==> config.mk <==
export PLATFORM = sky130hd
export DESIGN_NAME = dac_device_end_flat
export DESIGN_NICKNAME = d
export VERILOG_FILES = /design/src/design/dac_cmd_pkg.sv /design/src/design/dac_link_if.sv /design/src/design/dac_device_end.sv /design/src/flat_wrapper.sv
export SDC_FILE = /design/constraint.sdc
export NUM_CORES = 1
export LEC_CHECK = 0
export ABC_AREA = 1
export BUFFER_PORTS_ARGS = -buffer_cell sky130_fd_sc_hd__buf_2
export CAP_MARGIN = 20
export CORE_UTILIZATION = 55
export CTS_BUF_LIST = sky130_fd_sc_hd__clkbuf_8 sky130_fd_sc_hd__clkbuf_16
export CTS_CLUSTER_SIZE = 8
export DETAILED_ROUTE_END_ITERATION = 6
export GPL_TIMING_DRIVEN = 0
export PLACE_DENSITY_LB_ADDON = 0.1
export REMOVE_ABC_BUFFERS = 1
export SETUP_SLACK_MARGIN = 0.1
export SLEW_MARGIN = 10
export SYNTH_ARGS = -nofsm -noshare
export SYNTH_HDL_FRONTEND = slang
export SYNTH_SLANG_ARGS = --single-unit
export TNS_END_PERCENT = 20
==> constraint.sdc <==
create_clock -name core_clk_in -period 29 [get_ports core_clk_in]
set_clock_uncertainty 0.15 [all_clocks]
set_input_delay 2.9 -clock core_clk_in [delete_from_list [all_inputs] [get_ports core_clk_in]]
set_output_delay 2.9 -clock core_clk_in [all_outputs]
set_load 0.03 [all_outputs]
==> src/design/dac_cmd_pkg.sv <==
package dac_cmd_pkg;

    ////////////////////////////////////////////////////////////////////////////
    // frame layout
    localparam int FRAME_BITS = 24;
    localparam int CMD_MSB = 23;
    localparam int CMD_LSB = 20;
    localparam int ADDR_MSB = 19;
    localparam int ADDR_LSB = 16;
    localparam int WORD_MSB = 15;
    localparam int WORD_W = 16;
    localparam int CMD_W = 4;
    localparam int ADDR_W = 4;
    localparam int BITCNT_W = 5;
    localparam logic [BITCNT_W-1:0] BITCNT_ZERO = 5'h00;
    localparam logic [BITCNT_W-1:0] BITCNT_ONE = 5'h01;
    localparam logic [BITCNT_W-1:0] BITCNT_LAST = 5'h17;
    localparam logic [FRAME_BITS-1:0] FRAME_ZERO = 24'h00_0000;

    ////////////////////////////////////////////////////////////////////////////
    // command codes
    localparam logic [CMD_W-1:0] CMD_NOP = 4'h0;
    localparam logic [CMD_W-1:0] CMD_WRITE_INPUT = 4'h1;
    localparam logic [CMD_W-1:0] CMD_UPDATE_FROM_INPUT = 4'h2;
    localparam logic [CMD_W-1:0] CMD_WRITE_UPDATE = 4'h3;
    localparam logic [CMD_W-1:0] CMD_POWER = 4'h4;
    localparam logic [CMD_W-1:0] CMD_LOAD_MASK = 4'h5;
    localparam logic [CMD_W-1:0] CMD_SOFT_RESET = 4'h6;
    localparam logic [CMD_W-1:0] CMD_REF_GAIN = 4'h7;
    localparam logic [CMD_W-1:0] CMD_CHAIN = 4'h8;
    localparam logic [CMD_W-1:0] CMD_READBACK = 4'h9;
    localparam logic [CMD_W-1:0] CMD_WRITE_ALL_INPUT = 4'hA;
    localparam logic [CMD_W-1:0] CMD_WRITE_ALL_BOTH = 4'hB;
    localparam logic [CMD_W-1:0] CMD_NOP_CHAIN = 4'hF;

    ////////////////////////////////////////////////////////////////////////////
    // channels, setting bits and reset values
    localparam int CHANNELS = 8;
    localparam logic [ADDR_W-1:0] ADDR_LIMIT = 4'h8;
    localparam int REF_OFF_BIT = 0;
    localparam int GAIN_BIT = 2;
    localparam int CHAIN_BIT = 0;
    localparam int READBACK_BIT = 0;
    localparam logic [WORD_W-1:0] CODE_RESET = 16'h0000;
    localparam logic [WORD_W-1:0] POWER_RESET = 16'h0000;
    localparam logic [CHANNELS-1:0] MASK_RESET = 8'h00;

    ////////////////////////////////////////////////////////////////////////////
    // timing
    localparam int CLK_PERIOD_NS = 20;
    localparam int SYNC_HIGH_MIN_NS = 20;
    localparam int SYNC_HIGH_CYCLES = (SYNC_HIGH_MIN_NS + CLK_PERIOD_NS - 1) / CLK_PERIOD_NS;
    localparam int SCLK_HALF_CYCLES = 4;
    localparam int LOAD_LOW_CYCLES = 4;
    localparam int PHASE_W = 8;

endpackage

==> src/design/dac_link_if.sv <==
`timescale 1ns/1ps
`default_nettype none
interface dac_link_if;
    logic frame_sync_n;
    logic sclk;
    logic sdi;
    logic sdo;
    logic load_outputs_strobe_n;

    modport device (
        input frame_sync_n,
        input sclk,
        input sdi,
        input load_outputs_strobe_n,
        output sdo
    );

    modport host (
        output frame_sync_n,
        output sclk,
        output sdi,
        output load_outputs_strobe_n,
        input sdo
    );
endinterface
`default_nettype wire

==> src/design/dac_device_end.sv <==
`timescale 1ns/1ps
`default_nettype none
module dac_device_end
    import dac_cmd_pkg::*;
#(
    parameter int CODE_BITS = 16,
    parameter bit GAIN_PIN_VARIANT = 1'b0,
    parameter bit TRANSPARENT_VARIANT = 1'b0
) (
    input wire logic core_clk_in,
    input wire logic sys_rst_in,
    dac_link_if.device link,
    input wire logic gain_pin_in,
    output var logic [CHANNELS*WORD_W-1:0] dac_codes_out,
    output var logic [WORD_W-1:0] power_setting_out,
    output var logic [CHANNELS-1:0] load_mask_out,
    output var logic gain_double_out,
    output var logic ref_enable_out,
    output var logic chain_enable_setting_out,
    output var logic readback_enable_out,
    output var logic frame_done_out
);

    ////////////////////////////////////////////////////////////////////////////
    // pin synchronisers
    logic sync_s1_q, sync_s2_q, sync_s3_q;
    logic sclk_s1_q, sclk_s2_q, sclk_s3_q;
    logic sdi_s1_q, sdi_s2_q;
    logic load_s1_q, load_s2_q;
    logic gain_s1_q, gain_s2_q;

    always_ff @(posedge core_clk_in or posedge sys_rst_in) begin
        if (sys_rst_in) begin
            {sync_s1_q, sync_s2_q, sync_s3_q} <= 3'h7;
            {sclk_s1_q, sclk_s2_q, sclk_s3_q} <= 3'h0;
            {sdi_s1_q, sdi_s2_q} <= 2'h0;
            {load_s1_q, load_s2_q} <= 2'h3;
            {gain_s1_q, gain_s2_q} <= 2'h0;
        end else begin
            sync_s1_q <= link.frame_sync_n;
            sync_s2_q <= sync_s1_q;
            sync_s3_q <= sync_s2_q;
            sclk_s1_q <= link.sclk;
            sclk_s2_q <= sclk_s1_q;
            sclk_s3_q <= sclk_s2_q;
            sdi_s1_q <= link.sdi;
            sdi_s2_q <= sdi_s1_q;
            load_s1_q <= link.load_outputs_strobe_n;
            load_s2_q <= load_s1_q;
            gain_s1_q <= gain_pin_in;
            gain_s2_q <= gain_s1_q;
        end
    end

    ////////////////////////////////////////////////////////////////////////////
    // edge decode
    wire frame_active = ~sync_s2_q;
    // falling clock edge inside a frame
    wire bit_take = frame_active & sclk_s3_q & ~sclk_s2_q;
    wire frame_end = sync_s2_q & ~sync_s3_q;
    wire frame_start = ~sync_s2_q & sync_s3_q;
    // strobe low only counts between frames
    wire load_level = ~load_s2_q & sync_s2_q;

    ////////////////////////////////////////////////////////////////////////////
    // shift register
    logic [FRAME_BITS-1:0] shift_q;
    logic [BITCNT_W-1:0] bit_cnt_q;
    logic sdo_q;

    always_ff @(posedge core_clk_in or posedge sys_rst_in) begin
        if (sys_rst_in) begin
            shift_q <= FRAME_ZERO;
            bit_cnt_q <= BITCNT_ZERO;
        end else if (frame_start) begin
            bit_cnt_q <= BITCNT_ZERO;
        end else if (bit_take && bit_cnt_q <= BITCNT_LAST) begin
            // msb arrives first and ends at the top
            shift_q <= {shift_q[FRAME_BITS-2:0], sdi_s2_q};
            bit_cnt_q <= bit_cnt_q + BITCNT_ONE;
        end
    end

    // chained mode pushes the displaced bit out
    always_ff @(posedge core_clk_in or posedge sys_rst_in) begin
        if (sys_rst_in) begin
            sdo_q <= 1'b0;
        end else if (bit_take) begin
            sdo_q <= chain_enable_setting_out & shift_q[FRAME_BITS-1];
        end
    end

    assign link.sdo = sdo_q;

    ////////////////////////////////////////////////////////////////////////////
    // field decode
    // fixed field positions
    wire [CMD_W-1:0] command_field = shift_q[CMD_MSB:CMD_LSB];
    wire [ADDR_W-1:0] channel_address_field = shift_q[ADDR_MSB:ADDR_LSB];
    // clear the don't-care low bits of a short code
    wire [WORD_W-1:0] code_keep = ~((WORD_W'(1) << (WORD_W - CODE_BITS)) - WORD_W'(1));
    wire [WORD_W-1:0] data_word = shift_q[WORD_MSB:0] & code_keep;
    wire [WORD_W-1:0] raw_word = shift_q[WORD_MSB:0];
    // out of range address drops the frame
    wire addr_ok = channel_address_field < ADDR_LIMIT;
    // a short frame executes with whatever was shifted
    wire exec = frame_end & addr_ok;
    // no-op codes and reserved codes match no decode below
    wire is_wr_in = exec & (command_field == CMD_WRITE_INPUT);
    wire is_upd = exec & (command_field == CMD_UPDATE_FROM_INPUT);
    wire is_wr_upd = exec & (command_field == CMD_WRITE_UPDATE);
    wire is_power = exec & (command_field == CMD_POWER);
    wire is_mask = exec & (command_field == CMD_LOAD_MASK);
    wire is_reset = exec & (command_field == CMD_SOFT_RESET);
    wire is_ref_gain = exec & (command_field == CMD_REF_GAIN);
    wire is_chain = exec & (command_field == CMD_CHAIN);
    wire is_readback = exec & (command_field == CMD_READBACK);
    wire is_all_in = exec & (command_field == CMD_WRITE_ALL_INPUT);
    wire is_all_both = exec & (command_field == CMD_WRITE_ALL_BOTH);
    wire pass_through = TRANSPARENT_VARIANT | ~load_s2_q;

    ////////////////////////////////////////////////////////////////////////////
    // per channel next values
    logic [CHANNELS*WORD_W-1:0] input_regs_q;
    wire [CHANNELS*WORD_W-1:0] input_regs_d;
    wire [CHANNELS*WORD_W-1:0] dac_codes_d;

    for (genvar ch = 0; ch < CHANNELS; ch++) begin : g_chan
        wire hit = (channel_address_field == ADDR_W'(ch));
        wire in_wr = (is_wr_in & hit) | (is_wr_upd & hit) | is_all_in | is_all_both;
        // input writes pass through when transparent and unmasked
        wire in_pass = ((is_wr_in & hit) | is_all_in) & pass_through & ~load_mask_out[ch];
        wire out_wr = (is_wr_upd & hit) | is_all_both | in_pass;
        // update picks channels by data bit; strobe copies unmasked
        wire out_copy = (is_upd & raw_word[ch]) | (load_level & ~load_mask_out[ch]);
        wire [WORD_W-1:0] in_now = input_regs_q[ch*WORD_W +: WORD_W];
        wire [WORD_W-1:0] out_now = dac_codes_out[ch*WORD_W +: WORD_W];
        assign input_regs_d[ch*WORD_W +: WORD_W] = in_wr ? data_word : in_now;
        assign dac_codes_d[ch*WORD_W +: WORD_W] = out_wr ? data_word : (out_copy ? in_now : out_now);
    end

    ////////////////////////////////////////////////////////////////////////////
    // code registers
    always_ff @(posedge core_clk_in or posedge sys_rst_in) begin
        if (sys_rst_in) begin
            input_regs_q <= {CHANNELS{CODE_RESET}};
            dac_codes_out <= {CHANNELS{CODE_RESET}};
        end else if (is_reset) begin
            input_regs_q <= {CHANNELS{CODE_RESET}};
            dac_codes_out <= {CHANNELS{CODE_RESET}};
        end else begin
            input_regs_q <= input_regs_d;
            dac_codes_out <= dac_codes_d;
        end
    end

    ////////////////////////////////////////////////////////////////////////////
    // settings
    logic gain_bit_q;

    always_ff @(posedge core_clk_in or posedge sys_rst_in) begin
        if (sys_rst_in) begin
            power_setting_out <= POWER_RESET;
            load_mask_out <= MASK_RESET;
            gain_bit_q <= 1'b0;
            ref_enable_out <= 1'b1;
            chain_enable_setting_out <= 1'b0;
            readback_enable_out <= 1'b0;
        end else if (is_reset) begin
            power_setting_out <= POWER_RESET;
            load_mask_out <= MASK_RESET;
            gain_bit_q <= 1'b0;
            ref_enable_out <= 1'b1;
            chain_enable_setting_out <= 1'b0;
            readback_enable_out <= 1'b0;
        end else begin
            if (is_power) begin
                power_setting_out <= raw_word;
            end
            if (is_mask) begin
                load_mask_out <= raw_word[CHANNELS-1:0];
            end
            if (is_ref_gain) begin
                gain_bit_q <= raw_word[GAIN_BIT];
                ref_enable_out <= ~raw_word[REF_OFF_BIT];
            end
            if (is_chain) begin
                chain_enable_setting_out <= raw_word[CHAIN_BIT];
            end
            if (is_readback) begin
                readback_enable_out <= raw_word[READBACK_BIT];
            end
        end
    end

    // pin variant ignores the gain bit
    always_ff @(posedge core_clk_in or posedge sys_rst_in) begin
        if (sys_rst_in) begin
            gain_double_out <= 1'b0;
            frame_done_out <= 1'b0;
        end else begin
            gain_double_out <= GAIN_PIN_VARIANT ? gain_s2_q : gain_bit_q;
            frame_done_out <= frame_end;
        end
    end

endmodule
`default_nettype wire

==> src/flat_wrapper.sv <==
// flat-port wrapper written by rule: the top's interface ports become plain ports
module dac_device_end_flat import dac_cmd_pkg::*;
#(
    parameter int CODE_BITS = 16,
    parameter bit GAIN_PIN_VARIANT = 1'b0,
    parameter bit TRANSPARENT_VARIANT = 1'b0
)
  (core_clk_in, sys_rst_in, gain_pin_in, dac_codes_out, power_setting_out, load_mask_out, gain_double_out, ref_enable_out, chain_enable_setting_out, readback_enable_out, frame_done_out, link_frame_sync_n, link_sclk, link_sdi, link_load_outputs_strobe_n, link_sdo);
  dac_link_if link_i ();
  input wire logic core_clk_in;
  input wire logic sys_rst_in;
  input wire logic gain_pin_in;
  output var logic [CHANNELS*WORD_W-1:0] dac_codes_out;
  output var logic [WORD_W-1:0] power_setting_out;
  output var logic [CHANNELS-1:0] load_mask_out;
  output var logic gain_double_out;
  output var logic ref_enable_out;
  output var logic chain_enable_setting_out;
  output var logic readback_enable_out;
  output var logic frame_done_out;
  input wire logic [$bits(link_i.frame_sync_n)-1:0] link_frame_sync_n;
  input wire logic [$bits(link_i.sclk)-1:0] link_sclk;
  input wire logic [$bits(link_i.sdi)-1:0] link_sdi;
  input wire logic [$bits(link_i.load_outputs_strobe_n)-1:0] link_load_outputs_strobe_n;
  output wire logic [$bits(link_i.sdo)-1:0] link_sdo;
  assign link_i.frame_sync_n = link_frame_sync_n;
  assign link_i.sclk = link_sclk;
  assign link_i.sdi = link_sdi;
  assign link_i.load_outputs_strobe_n = link_load_outputs_strobe_n;
  assign link_sdo = link_i.sdo;
  dac_device_end #(.CODE_BITS(CODE_BITS), .GAIN_PIN_VARIANT(GAIN_PIN_VARIANT), .TRANSPARENT_VARIANT(TRANSPARENT_VARIANT)) u_core (.core_clk_in(core_clk_in), .sys_rst_in(sys_rst_in), .link(link_i), .gain_pin_in(gain_pin_in), .dac_codes_out(dac_codes_out), .power_setting_out(power_setting_out), .load_mask_out(load_mask_out), .gain_double_out(gain_double_out), .ref_enable_out(ref_enable_out), .chain_enable_setting_out(chain_enable_setting_out), .readback_enable_out(readback_enable_out), .frame_done_out(frame_done_out));
endmodule
==> impl_metrics.py, run 1 <==
metrics = {
    "timing": {
        "relSlewSlack_pct": 23.5,
        "finalHoldViolations": 0,
        "fmax_mhz": 233,
        "fin_tns_setup_ns": 0,
        "worst_pin_slew_ns": 1.14,
        "setup_viol": 0,
        "finalCritPeriodShare_pct": 14.8,
        "holdWs_ns": 0.201,
        "grt_setup_unrepaired": "false",
        "min_period_ns": 4.29,
        "final-max-slew-violation-count": 0,
    },
    "layout": {
        "area_growth_pct": 14.1,
        "postLayoutCoreUtil_pct": 64.1,
        "fin_nets": 2026,
        "final_cells": 2369,
        "drive_above_1_share_pct": 14.5,
        "antennaDiodeCount": 0,
    },
    "worst_setup_path": {
        "critPathBufInv": 1,
        "path_delay_family": "flip-flops",
        "r2r_slack_ns": 25.48,
        "cp_cell_sequence": "buf_2",
        "slowest_delay_ns": 0.52,
        "worstSetupStartpointType": "flop",
        "cp_max_fo": 2,
        "r2r_start": "u_core.sync_s3_q",
        "rr_worst_depth": 8,
        "endpoint_kind": "primary output",
        "critPathKind": "reg2out",
        "critPathSlowestCell": "dfstp_2",
        "crit_arrival_ns": 1.24,
        "reg2reg_to": "u_core.power_setting_out[5]",
        "worst_ep_required_time_ns": 25.95,
    },
    "detailed_routing": {
        "first_pass_iters": 5,
        "via_count": 13003,
        "wl_um": 43200,
        "antenna_left": 0,
        "avgRoutedWirePerCell_um": 18.2,
        "drtIter0Drc": 1481,
        "route.detailed.drc": 0,
        "via_per_inst": 5.49,
    },
    "worst_hold_path": {
        "min_to": "u_core.sclk_s2_q",
        "hold_path_class": "reg2reg",
        "hold_start": "u_core.sclk_s1_q",
        "whs_path_depth": 0,
    },
    "cts": {
        "htreeDepth": 2,
        "clock_latency_ns": 0.54,
        "ctsRootBufferMaster": "clkbuf_16",
        "post_cts_resized": 0,
        "clk_pin_slew_ns": 0.05,
        "clockBufferDepth": 3,
        "cts_buffers": 46,
        "post_cts_buffers": 0,
        "cts.sinks": 326,
        "cts_hold_buf": 0,
        "cts_tree": "built",
    },
    "power": {
        "pwr-share-seq_pct": 47.6,
        "p_sw_mw": 0.228,
        "fin_total_pwr_mw": 0.988,
        "clockPowerShare_pct": 48.8,
        "cell_internal_pwr_mw": 0.760,
        "swShare_pct": 23.1,
        "p_per_area_nw_per_um2": 57.1,
        "leakage_nw": 9.47,
        "power_frac_comb_pct": 3.6,
        "ir_worst_vdd_mv": 0.0493,
    },
    "yosys": {
        "synth_compound_area_share_pct": 7.15,
        "yosysWarnings": 0,
        "synth_top_family_by_area": "simple AND/OR/NAND/NOR gates",
        "synth_area_um2": 15200,
        "synth_simple_gate_area_share_pct": 31.2,
        "ys_types": 32,
        "yosys.area_share.adder_pct": 0.0825,
        "synth_xor_area_share_pct": 0.115,
        "avgSynthCellArea_um2": 7.99,
        "syn_inst": 1900,
        "synthMuxAreaShare_pct": 0.0660,
        "ys_seq_area_share_pct": 53.8,
        "synth_seq_cells": 326,
    },
    "floorplanning": {
        "die-area_um2": 28300,
        "rows": 60,
        "die_w_um": 168,
        "initial_core_util_pct": 56.1,
        "io_pins": 165,
        "core_area_um2": 27000,
        "fp.dieH_um": 168,
    },
    "place": {
        "dp_hpwl_um": 26400,
        "dp.cells": 2305,
        "gp_congestion": 0.855,
        "numPortBuffers": 163,
    },
    "global_route": {
        "antenna_found_initial": 0,
        "grt.total_usage_pct": 31.4,
        "grt_max_degree": 91,
        "grt_overflow": 0,
        "grt_pass1_wl_um": 68000,
        "grt_pass1_vias": 12186,
    },
    "outcome": {
        "status": "completed",
    },
    "job": {
        "cap_violations": 0,
    },
}
## worst reg2reg max path, delay by kind of cell (launching register included)
kind	cells	cell delay (ns)
buf+inv	3	0.83
flops	1	0.53
compound gates	1	0.25
simple gates	4	1.66
## cell families after synthesis
family,Yosys count
buf+inv,262
xor+xnor,2
mux,1
compound gates,198
simple gates,1110
flops,326
fa+ha+maj,1
## worst max-delay path by stage
stage / from / end / slack [ns] / cells after the start
2_1_floorplan: sys_rst_in / u_core.bit_cnt_q[0] / 16.93 / 1
3_3_place_gp: sys_rst_in / u_core.dac_codes_out[75] / 13.22 / 2
3_5_place_dp: sys_rst_in / u_core.dac_codes_out[75] / 24.14 / 5
4_1_cts: sys_rst_in / u_core.input_regs_q[69] / 24.69 / 5
5_1_grt: sys_rst_in / u_core.dac_codes_out[70] / 24.48 / 5
6_report: u_core.ref_enable_out / ref_enable_out / 24.71 / 1
## routing by layer
| metal | track usage (%) | vias up | part of all wire [%] |
|---|---|---|---|
| met3 | 5.67 | 85 | 9.7 |
| met1 | 46.2 | 6090 | 43 |
| met2 | 46.9 | 573 | 44 |
| met4 | 11.2 | 0 | 3.1 |
| met5 | 0 | - | 0 |
| li1 | - | 6255 | - |
## cell usage in the layout (no fill, tap or decap), drive strengths merged, types with 2 or more instances in the layout
cell type	synthesis	final
nand4	6	6
nand3	278	278
dfstp	6	6
a21oi	10	10
inv	159	167
clkbuf	42	50
o21ai	186	186
nor3b	2	2
nand2	763	763
dfrtp	320	320
buf	61	173
nor2	59	59
## cell type report
class                           instances  area, µm²
Clock buffer                           50       1240
Sequential cell                       326       8170
Inverter                              159        604
Clock inverter                          8       30.0
Tap cell                              341        427
Timing Repair Buffer                  173        981
Fill cell                            2369       9710
Multi-Input combinational cell       1312       5870
## sequential cells by signal, summed over array words and instances (netlist names), 5 cells and up
register                  count
u_core.power_setting_out     16
u_core.input_regs_q         128
u_core.bit_cnt_q              5
u_core.shift_q               24
u_core.load_mask_out          8
u_core.dac_codes_out        128
## synth_stat cells
cell	n	area share [%]
nor3_1	1	0.033
buf_2	28	0.92
nor2_1	45	1.1
nor2_8	2	0.26
xor2_1	1	0.058
buf_4	18	0.89
o22ai_1	1	0.041
a22oi_1	1	0.049
dfstp_2	6	1.0
a21oi_4	8	0.86
nand2_1	744	18
dfrtp_1	320	53
clkbuf_1	42	1.0
nand2_4	6	0.45
buf_1	7	0.17
mux2i_1	1	0.066
nor3b_4	2	0.25
o21ai_1	35	1.2
nor4_1	1	0.041
xnor2_1	1	0.058
nand4_1	6	0.25
nand3_4	1	0.12
nand2_2	13	0.54
inv_1	140	3.5
nand3_1	277	9.1
ha_1	1	0.082
nor2_4	4	0.30
a21oi_1	2	0.066
nor2_2	8	0.33
inv_2	19	0.47
buf_6	8	0.59
o21ai_0	151	5.0
## metrics by stage
step / setup slack [ns] / instance area, µm²
floorplan: 16.93 / 14600
global placement: 13.22 / 15900
detailed placement: 24.14 / 16000
CTS: 24.69 / 17200
global route: 24.48 / 17300
finish: 24.71 / 17300
## power groups by stage
stage	Combinational (mW)	Clock, mW	Sequential [mW]
final	0.0355	0.482	0.470
after floorplan	0.0200	0	0.470
after detailed placement	0.0352	0	0.477
after global routing	0.0390	0.506	0.470
after global placement	0.0334	0	0.477
after CTS	0.0355	0.487	0.470
(Power assumes the default switching activity.)
==> run 2: changes to the inputs <==
Settings changed: ABC_AREA 1 to 0.
Clock period 29 ns to 4.24 ns, I/O delays scaled along.
==> impl_metrics.py, run 2 <==
metrics = {
    "worst_setup_path": {
        "endpoint_kind": "flop",
        "worstSetupStartpointType": "flop",
        "crit_arrival_ns": 4.11,
        "critPathSlowestCell": "dfrtp_1",
        "path_depth": 5,
        "slowest_delay_ns": 0.97,
        "r2r_slack_ns": 0.35,
        "worst_ep_required_time_ns": 4.46,
        "critPathBufInv": 1,
        "cp_max_fo": 58,
        "cp_cell_sequence": "nor4bb_1 -> nand2_4 -> buf_16 -> nand2_1 -> o21ai_0",
        "critPathKind": "reg2reg",
        "rr_worst_depth": 5,
        "path_delay_family": "simple AND/OR/NAND/NOR gates",
    },
    "cts": {
        "post_cts_buffers": 0,
        "post_cts_resized": 0,
        "clock_latency_ns": 0.55,
        "clockBufferDepth": 3,
        "clk_pin_slew_ns": 0.05,
        "cts_buffers": 46,
        "htreeDepth": 2,
        "ctsRootBufferMaster": "clkbuf_16",
        "cts.sinks": 326,
        "cts_hold_buf": 5,
        "cts_tree": "built",
    },
    "timing": {
        "finalHoldViolations": 0,
        "fmax_mhz": 257,
        "relSlewSlack_pct": 25.3,
        "setup_viol": 0,
        "final-max-slew-violation-count": 0,
        "finalCritPeriodShare_pct": 91.8,
        "grt_setup_unrepaired": "false",
        "worst_pin_slew_ns": 1.12,
        "min_period_ns": 3.89,
    },
    "global_route": {
        "grt_pass1_wl_um": 71600,
        "antenna_found_initial": 1,
        "grt_pass1_vias": 12236,
        "grt_max_degree": 115,
        "grt_overflow": 0,
        "grt.total_usage_pct": 32.2,
    },
    "yosys": {
        "ys_types": 62,
        "avgSynthCellArea_um2": 10.4,
        "synth_most_common_cell": "dfrtp_1",
        "synth_seq_cells": 326,
        "yosysWarnings": 0,
        "synth-edff-count": 0,
        "synth_top_cell_by_area": "dfrtp_1",
        "synth.area.top_cells": "dfrtp_1 (51%), mux2i_1 (9.4%), o211ai_1 (6.3%)",
        "postSynth.asyncResetShare_pct": 100,
        "synth_area_um2": 15800,
        "synthDominantCellAreaShare_pct": 50.7,
        "syn_inst": 1513,
        "ys.flop_type": "dfrtp_1",
        "ys_seq_area_share_pct": 51.7,
        "synth.top_cells.by_count": "dfrtp_1 (320), mux2i_1 (149), o21ai_0 (141)",
    },
    "detailed_routing": {
        "avgRoutedWirePerCell_um": 23.8,
        "antenna_left": 0,
        "via_count": 12732,
        "wl_met1_um": 19900,
        "via_per_inst": 6.42,
        "dr_wl_met2_um": 21300,
        "wl_um": 47100,
        "top_layer": "met4",
        "wl_met3_um": 3610,
        "first_pass_iters": 6,
        "drtIter0Drc": 1333,
        "route.detailed.drc": 0,
    },
    "place": {
        "numPortBuffers": 163,
        "gp_congestion": 0.779,
        "dp_hpwl_um": 26800,
    },
    "floorplanning": {
        "fp.dieH_um": 171,
        "die_w_um": 171,
        "core_area_um2": 28000,
        "initial_core_util_pct": 56.4,
        "rows": 61,
        "die-area_um2": 29400,
        "io_pins": 165,
    },
    "worst_hold_path": {
        "hold_path_class": "reg2reg",
        "whs_path_depth": 0,
    },
    "layout": {
        "fin_nets": 1592,
        "num-fill-cells": 2284,
        "final_common_cell": "dfrtp_1",
        "final_cell_mix": "dfrtp_1 (320), buf_2 (165), mux2i_1 (149), o21ai_0 (141), o211ai_1 (132)",
        "postLayoutCoreUtil_pct": 64.8,
        "area_growth_pct": 14.9,
        "antennaDiodeCount": 0,
        "reg.largest.list": "u_core.dac_codes_out: 128 flops, u_core.input_regs_q: 128 flops, u_core.shift_q: 24 flops",
        "drive_above_1_share_pct": 19.0,
    },
    "power": {
        "pwr-share-seq_pct": 43.7,
        "clockPowerShare_pct": 42.8,
        "ir_worst_vdd_mv": 0.329,
        "cell_internal_pwr_mw": 5.65,
        "p_per_area_nw_per_um2": 435,
        "p_sw_mw": 2.24,
        "leakage_nw": 8.49,
        "swShare_pct": 28.4,
        "fin_total_pwr_mw": 7.90,
        "power_frac_comb_pct": 13.6,
    },
    "job": {
        "cap_violations": 0,
    },
    "outcome": {
        "status": "completed",
    },
}
==> run 2: cell count changes after synthesis, moves of 25 or more <==
| cell | previous run | this run |
|---|---|---|
| nand2b_1 | 0 | 62 |
| clkbuf_1 | 42 | 121 |
| a21oi_1 | 2 | 67 |
| o21ai_1 | 35 | 10 |
| nand2_1 | 744 | 62 |
| o221ai_1 | 0 | 59 |
| nor2_1 | 45 | 8 |
| mux2i_1 | 1 | 149 |
| o211ai_1 | 0 | 132 |
| nand3_1 | 277 | 67 |
| inv_1 | 140 | 83 |
| mux2_2 | 0 | 26 |
| nand4_1 | 6 | 38 |
==> run 2: final cells by class <==
type / instances / area [µm²] / share of cell area (%)
Timing Repair Buffer: 193 / 1230 / 6.81
Multi-Input combinational cell: 934 / 6640 / 36.6
Sequential cell: 326 / 8170 / 45.0
Inverter: 83 / 319 / 1.76
Tap cell: 378 / 473 / 2.61
Clock inverter: 18 / 67.6 / 0.372
Clock buffer: 50 / 1240 / 6.83
==> run 2: worst paths after layout <==
check	start	to
setup / recovery	u_core.shift_q[21]	u_core.load_mask_out[2]
hold / removal	u_core.sclk_s1_q	u_core.sclk_s2_q
setup reg to reg	u_core.shift_q[21]	u_core.load_mask_out[2]
hold reg to reg	u_core.sclk_s1_q	u_core.sclk_s2_q
max in group asynchronous	sys_rst_in	u_core.sync_s1_q
min in group asynchronous	sys_rst_in	u_core.dac_codes_out[43]
==> run 2: logic make-up after synthesis <==
logic type               Yosys count  share of synthesized area [%]
AO/OA/AOI/OAI                    445                           18.6
XOR/XNOR                           2                          0.111
adder cells (fa/ha/maj)            1                         0.0792
buffers and inverters            253                           6.75
flip-flops                       326                           51.7
multiplexers                     175                           11.3
AND/OR/NAND/NOR                  311                           11.5
==> run 2: routing by layer <==
metal / track usage, % / up-vias
li1: - / 5652
met1: 44.3 / 6370
met2: 48.6 / 567
met3: 6.44 / 143
met4: 15.9 / 0
met5: 0 / -
==> run 2: power by group through the flow <==
stage / Sequential (mW) / Combinational, mW / Clock [mW]
finish: 3.45 / 1.07 / 3.38
detailed placement: 3.49 / 1.06 / 0
global placement: 3.49 / 1.04 / 0
CTS: 3.44 / 1.07 / 3.41
floorplan: 3.71 / 0.432 / 0
global route: 3.46 / 1.16 / 3.53
==> run 2: per-stage QoR <==
step	worst slack [ns]	instance area (µm²)	TNS, ns	hold WS (ns)	instances
2_1_floorplan	-5.35	15000	-2091.21	0.181	1343
3_3_place_gp	-8.99	16300	-4333.97	0.182	1884
3_5_place_dp	0.393	16700	0	0.186	1906
4_1_cts	0.325	18100	0	0.198	1979
5_1_grt	0.120	18100	0	0.207	1982
6_report	0.350	18100	0	0.200	1982
==> run 2: worst register-to-register path: cells and delay by family (launching register included) <==
kind	cells	cell delay (ns)
AOI/OAI and AO/OA	1	0.22
buffers and inverters	1	0.36
DFF	1	0.97
and+or+nand+nor	3	2.02
==> run 3: changes to the inputs <==
Settings changed: RECOVER_POWER from default to 25.
==> impl_metrics.py, run 3 (synthesis gave the netlist of run 2 again) <==
metrics = {
    "layout": {
        "num-fill-cells": 2290,
        "multiInputGateArea_um2": 6640,
        "reg.largest.list": "u_core.dac_codes_out: 128 flops, u_core.input_regs_q: 128 flops, u_core.shift_q: 24 flops",
        "antennaDiodeCount": 0,
        "drive_above_1_share_pct": 19.0,
        "regArea_um2": 8170,
        "area_growth_pct": 14.6,
        "final_cell_mix": "dfrtp_1 (320), buf_2 (165), mux2i_1 (149), o21ai_0 (141), o211ai_1 (132)",
        "final_common_cell": "dfrtp_1",
        "fin_area_um2": 18100,
        "fin_nets": 1592,
    },
    "floorplanning": {
        "fp.dieH_um": 171,
        "rows": 61,
        "die_w_um": 171,
        "die-area_um2": 29400,
        "io_pins": 165,
        "initial_core_util_pct": 56.4,
        "core_area_um2": 28000,
    },
    "detailed_routing": {
        "dr_wl_met2_um": 21300,
        "wl_um": 47000,
        "first_pass_iters": 5,
        "top_layer": "met4",
        "via_count": 12748,
        "drtIter0Drc": 1487,
        "avgRoutedWirePerCell_um": 23.7,
        "wl_met1_um": 19900,
        "antenna_left": 0,
        "route.detailed.drc": 0,
        "wl_met3_um": 3660,
        "via_per_inst": 6.43,
    },
    "cts": {
        "clock_latency_ns": 0.55,
        "cts_tree": "built",
        "cts_buffers": 46,
        "cts.sinks": 326,
        "clk_pin_slew_ns": 0.05,
        "post_cts_buffers": 0,
        "htreeDepth": 2,
        "ctsRootBufferMaster": "clkbuf_16",
        "clockBufferDepth": 3,
    },
    "timing": {
        "fin_ws_ns": 0.332,
        "relSlewSlack_pct": -4.74,
        "grt_setup_unrepaired": "false",
        "worst_pin_slew_ns": 1.57,
        "fmax_mhz": 256,
        "setup_viol": 0,
        "finalHoldViolations": 0,
        "final-max-slew-violation-count": 226,
        "min_period_ns": 3.91,
        "fin_tns_setup_ns": 0,
        "finalCritPeriodShare_pct": 92.2,
    },
    "worst_setup_path": {
        "slowest_delay_ns": 0.97,
        "worstSetupStartpointType": "flop",
        "cp_cell_sequence": "nor4bb_1 -> nand2_4 -> buf_16 -> nand2_1 -> mux2i_1",
        "endpoint_kind": "flop",
        "path_delay_family": "simple AND/OR/NAND/NOR gates",
        "cp_max_fo": 58,
        "critPathSlowestCell": "dfrtp_1",
        "worst_ep_required_time_ns": 4.45,
        "critPathBufInv": 1,
        "critPathKind": "reg2reg",
        "crit_arrival_ns": 4.12,
    },
    "power": {
        "swShare_pct": 28.4,
        "p_sw_mw": 2.25,
        "pwr-share-seq_pct": 43.7,
        "power_frac_comb_pct": 13.5,
        "clockPowerShare_pct": 42.9,
        "leakage_nw": 8.47,
        "ir_worst_vdd_mv": 0.330,
        "p_per_area_nw_per_um2": 436,
        "cell_internal_pwr_mw": 5.65,
    },
    "outcome": {
        "status": "finished, violations left",
        "failed_checks": "max-capacitance violations, max-slew violations",
    },
    "place": {
        "numPortBuffers": 163,
        "postPlaceCellArea_um2": 16700,
        "dp_slack_ns": 0.393,
        "dp_hpwl_um": 26800,
        "gp_congestion": 0.779,
    },
    "global_route": {
        "grt_max_degree": 115,
        "grt_pass1_wl_um": 71600,
        "antenna_found_initial": 1,
        "grt.total_usage_pct": 32.2,
        "grt_pass1_vias": 12236,
        "grt_overflow": 0,
    },
    "job": {
        "cap_violations": 2,
    },
    "worst_hold_path": {
        "hold_path_class": "reg2reg",
    },
}
run 3: cell count changes in the layout (fill, tap and decap cells not counted), sizes merged:
cell / previous run / this run
buf: 188 / 186
clkinvlp: 0 / 1
clkbuf: 50 / 52
inv: 101 / 100
run 3: worst paths after layout:
check                                    from                       end  slack (ns)  cells past startpoint
setup reg to reg           u_core.shift_q[21]   u_core.dac_codes_out[2]        0.33                      5
max in group asynchronous          sys_rst_in          u_core.sync_s1_q        0.98                      5
hold reg to reg              u_core.sclk_s1_q          u_core.sclk_s2_q        0.20                      0
setup / recovery           u_core.shift_q[21]   u_core.dac_codes_out[2]        0.33                      5
min in group asynchronous          sys_rst_in  u_core.dac_codes_out[42]        0.60                      3
hold / removal               u_core.sclk_s1_q          u_core.sclk_s2_q        0.20                      0
run 3: power groups by stage:
stage | logic, mW | clock network [mW] | registers [mW]
after floorplan | 0.432 | 0 | 3.71
after global placement | 1.04 | 0 | 3.49
after detailed placement | 1.06 | 0 | 3.49
after CTS | 1.07 | 3.41 | 3.44
after global routing | 1.15 | 3.53 | 3.46
final | 1.06 | 3.39 | 3.45
run 3: area by class of cell:
cell class	instances	share of cell area, %
clock buffers	50	6.85
clock inverters	18	0.373
inverters	83	1.73
multi-input cells	934	36.7
flip-flops and latches	326	45.1
well taps	378	2.61
repair buffers	193	6.60
run 3: what timing repair did:
item                                   4_1_cts  5_1_grt
hold buffers                                 5        0
resized for setup                            0        0
endpoints found under the hold margin       35        0
run 3: through the flow:
stage | cells | hold WS, ns | utilization, % | total power, mW
after floorplan | 1343 | 0.181 | - | 4.14
after global placement | 1884 | 0.182 | 58.3 | 4.53
after detailed placement | 1906 | 0.186 | 59.8 | 4.56
after CTS | 1979 | 0.198 | 64.6 | 7.93
after global routing | 1982 | 0.207 | 64.6 | 8.14
final | 1982 | 0.200 | 64.6 | 7.90
run 3: routing by layer:
layer | track usage (%) | up-vias
met2 | 48.6 | 565
met3 | 6.44 | 141
met4 | 15.9 | 0
met5 | 0 | -
li1 | - | 5659
met1 | 44.3 | 6383
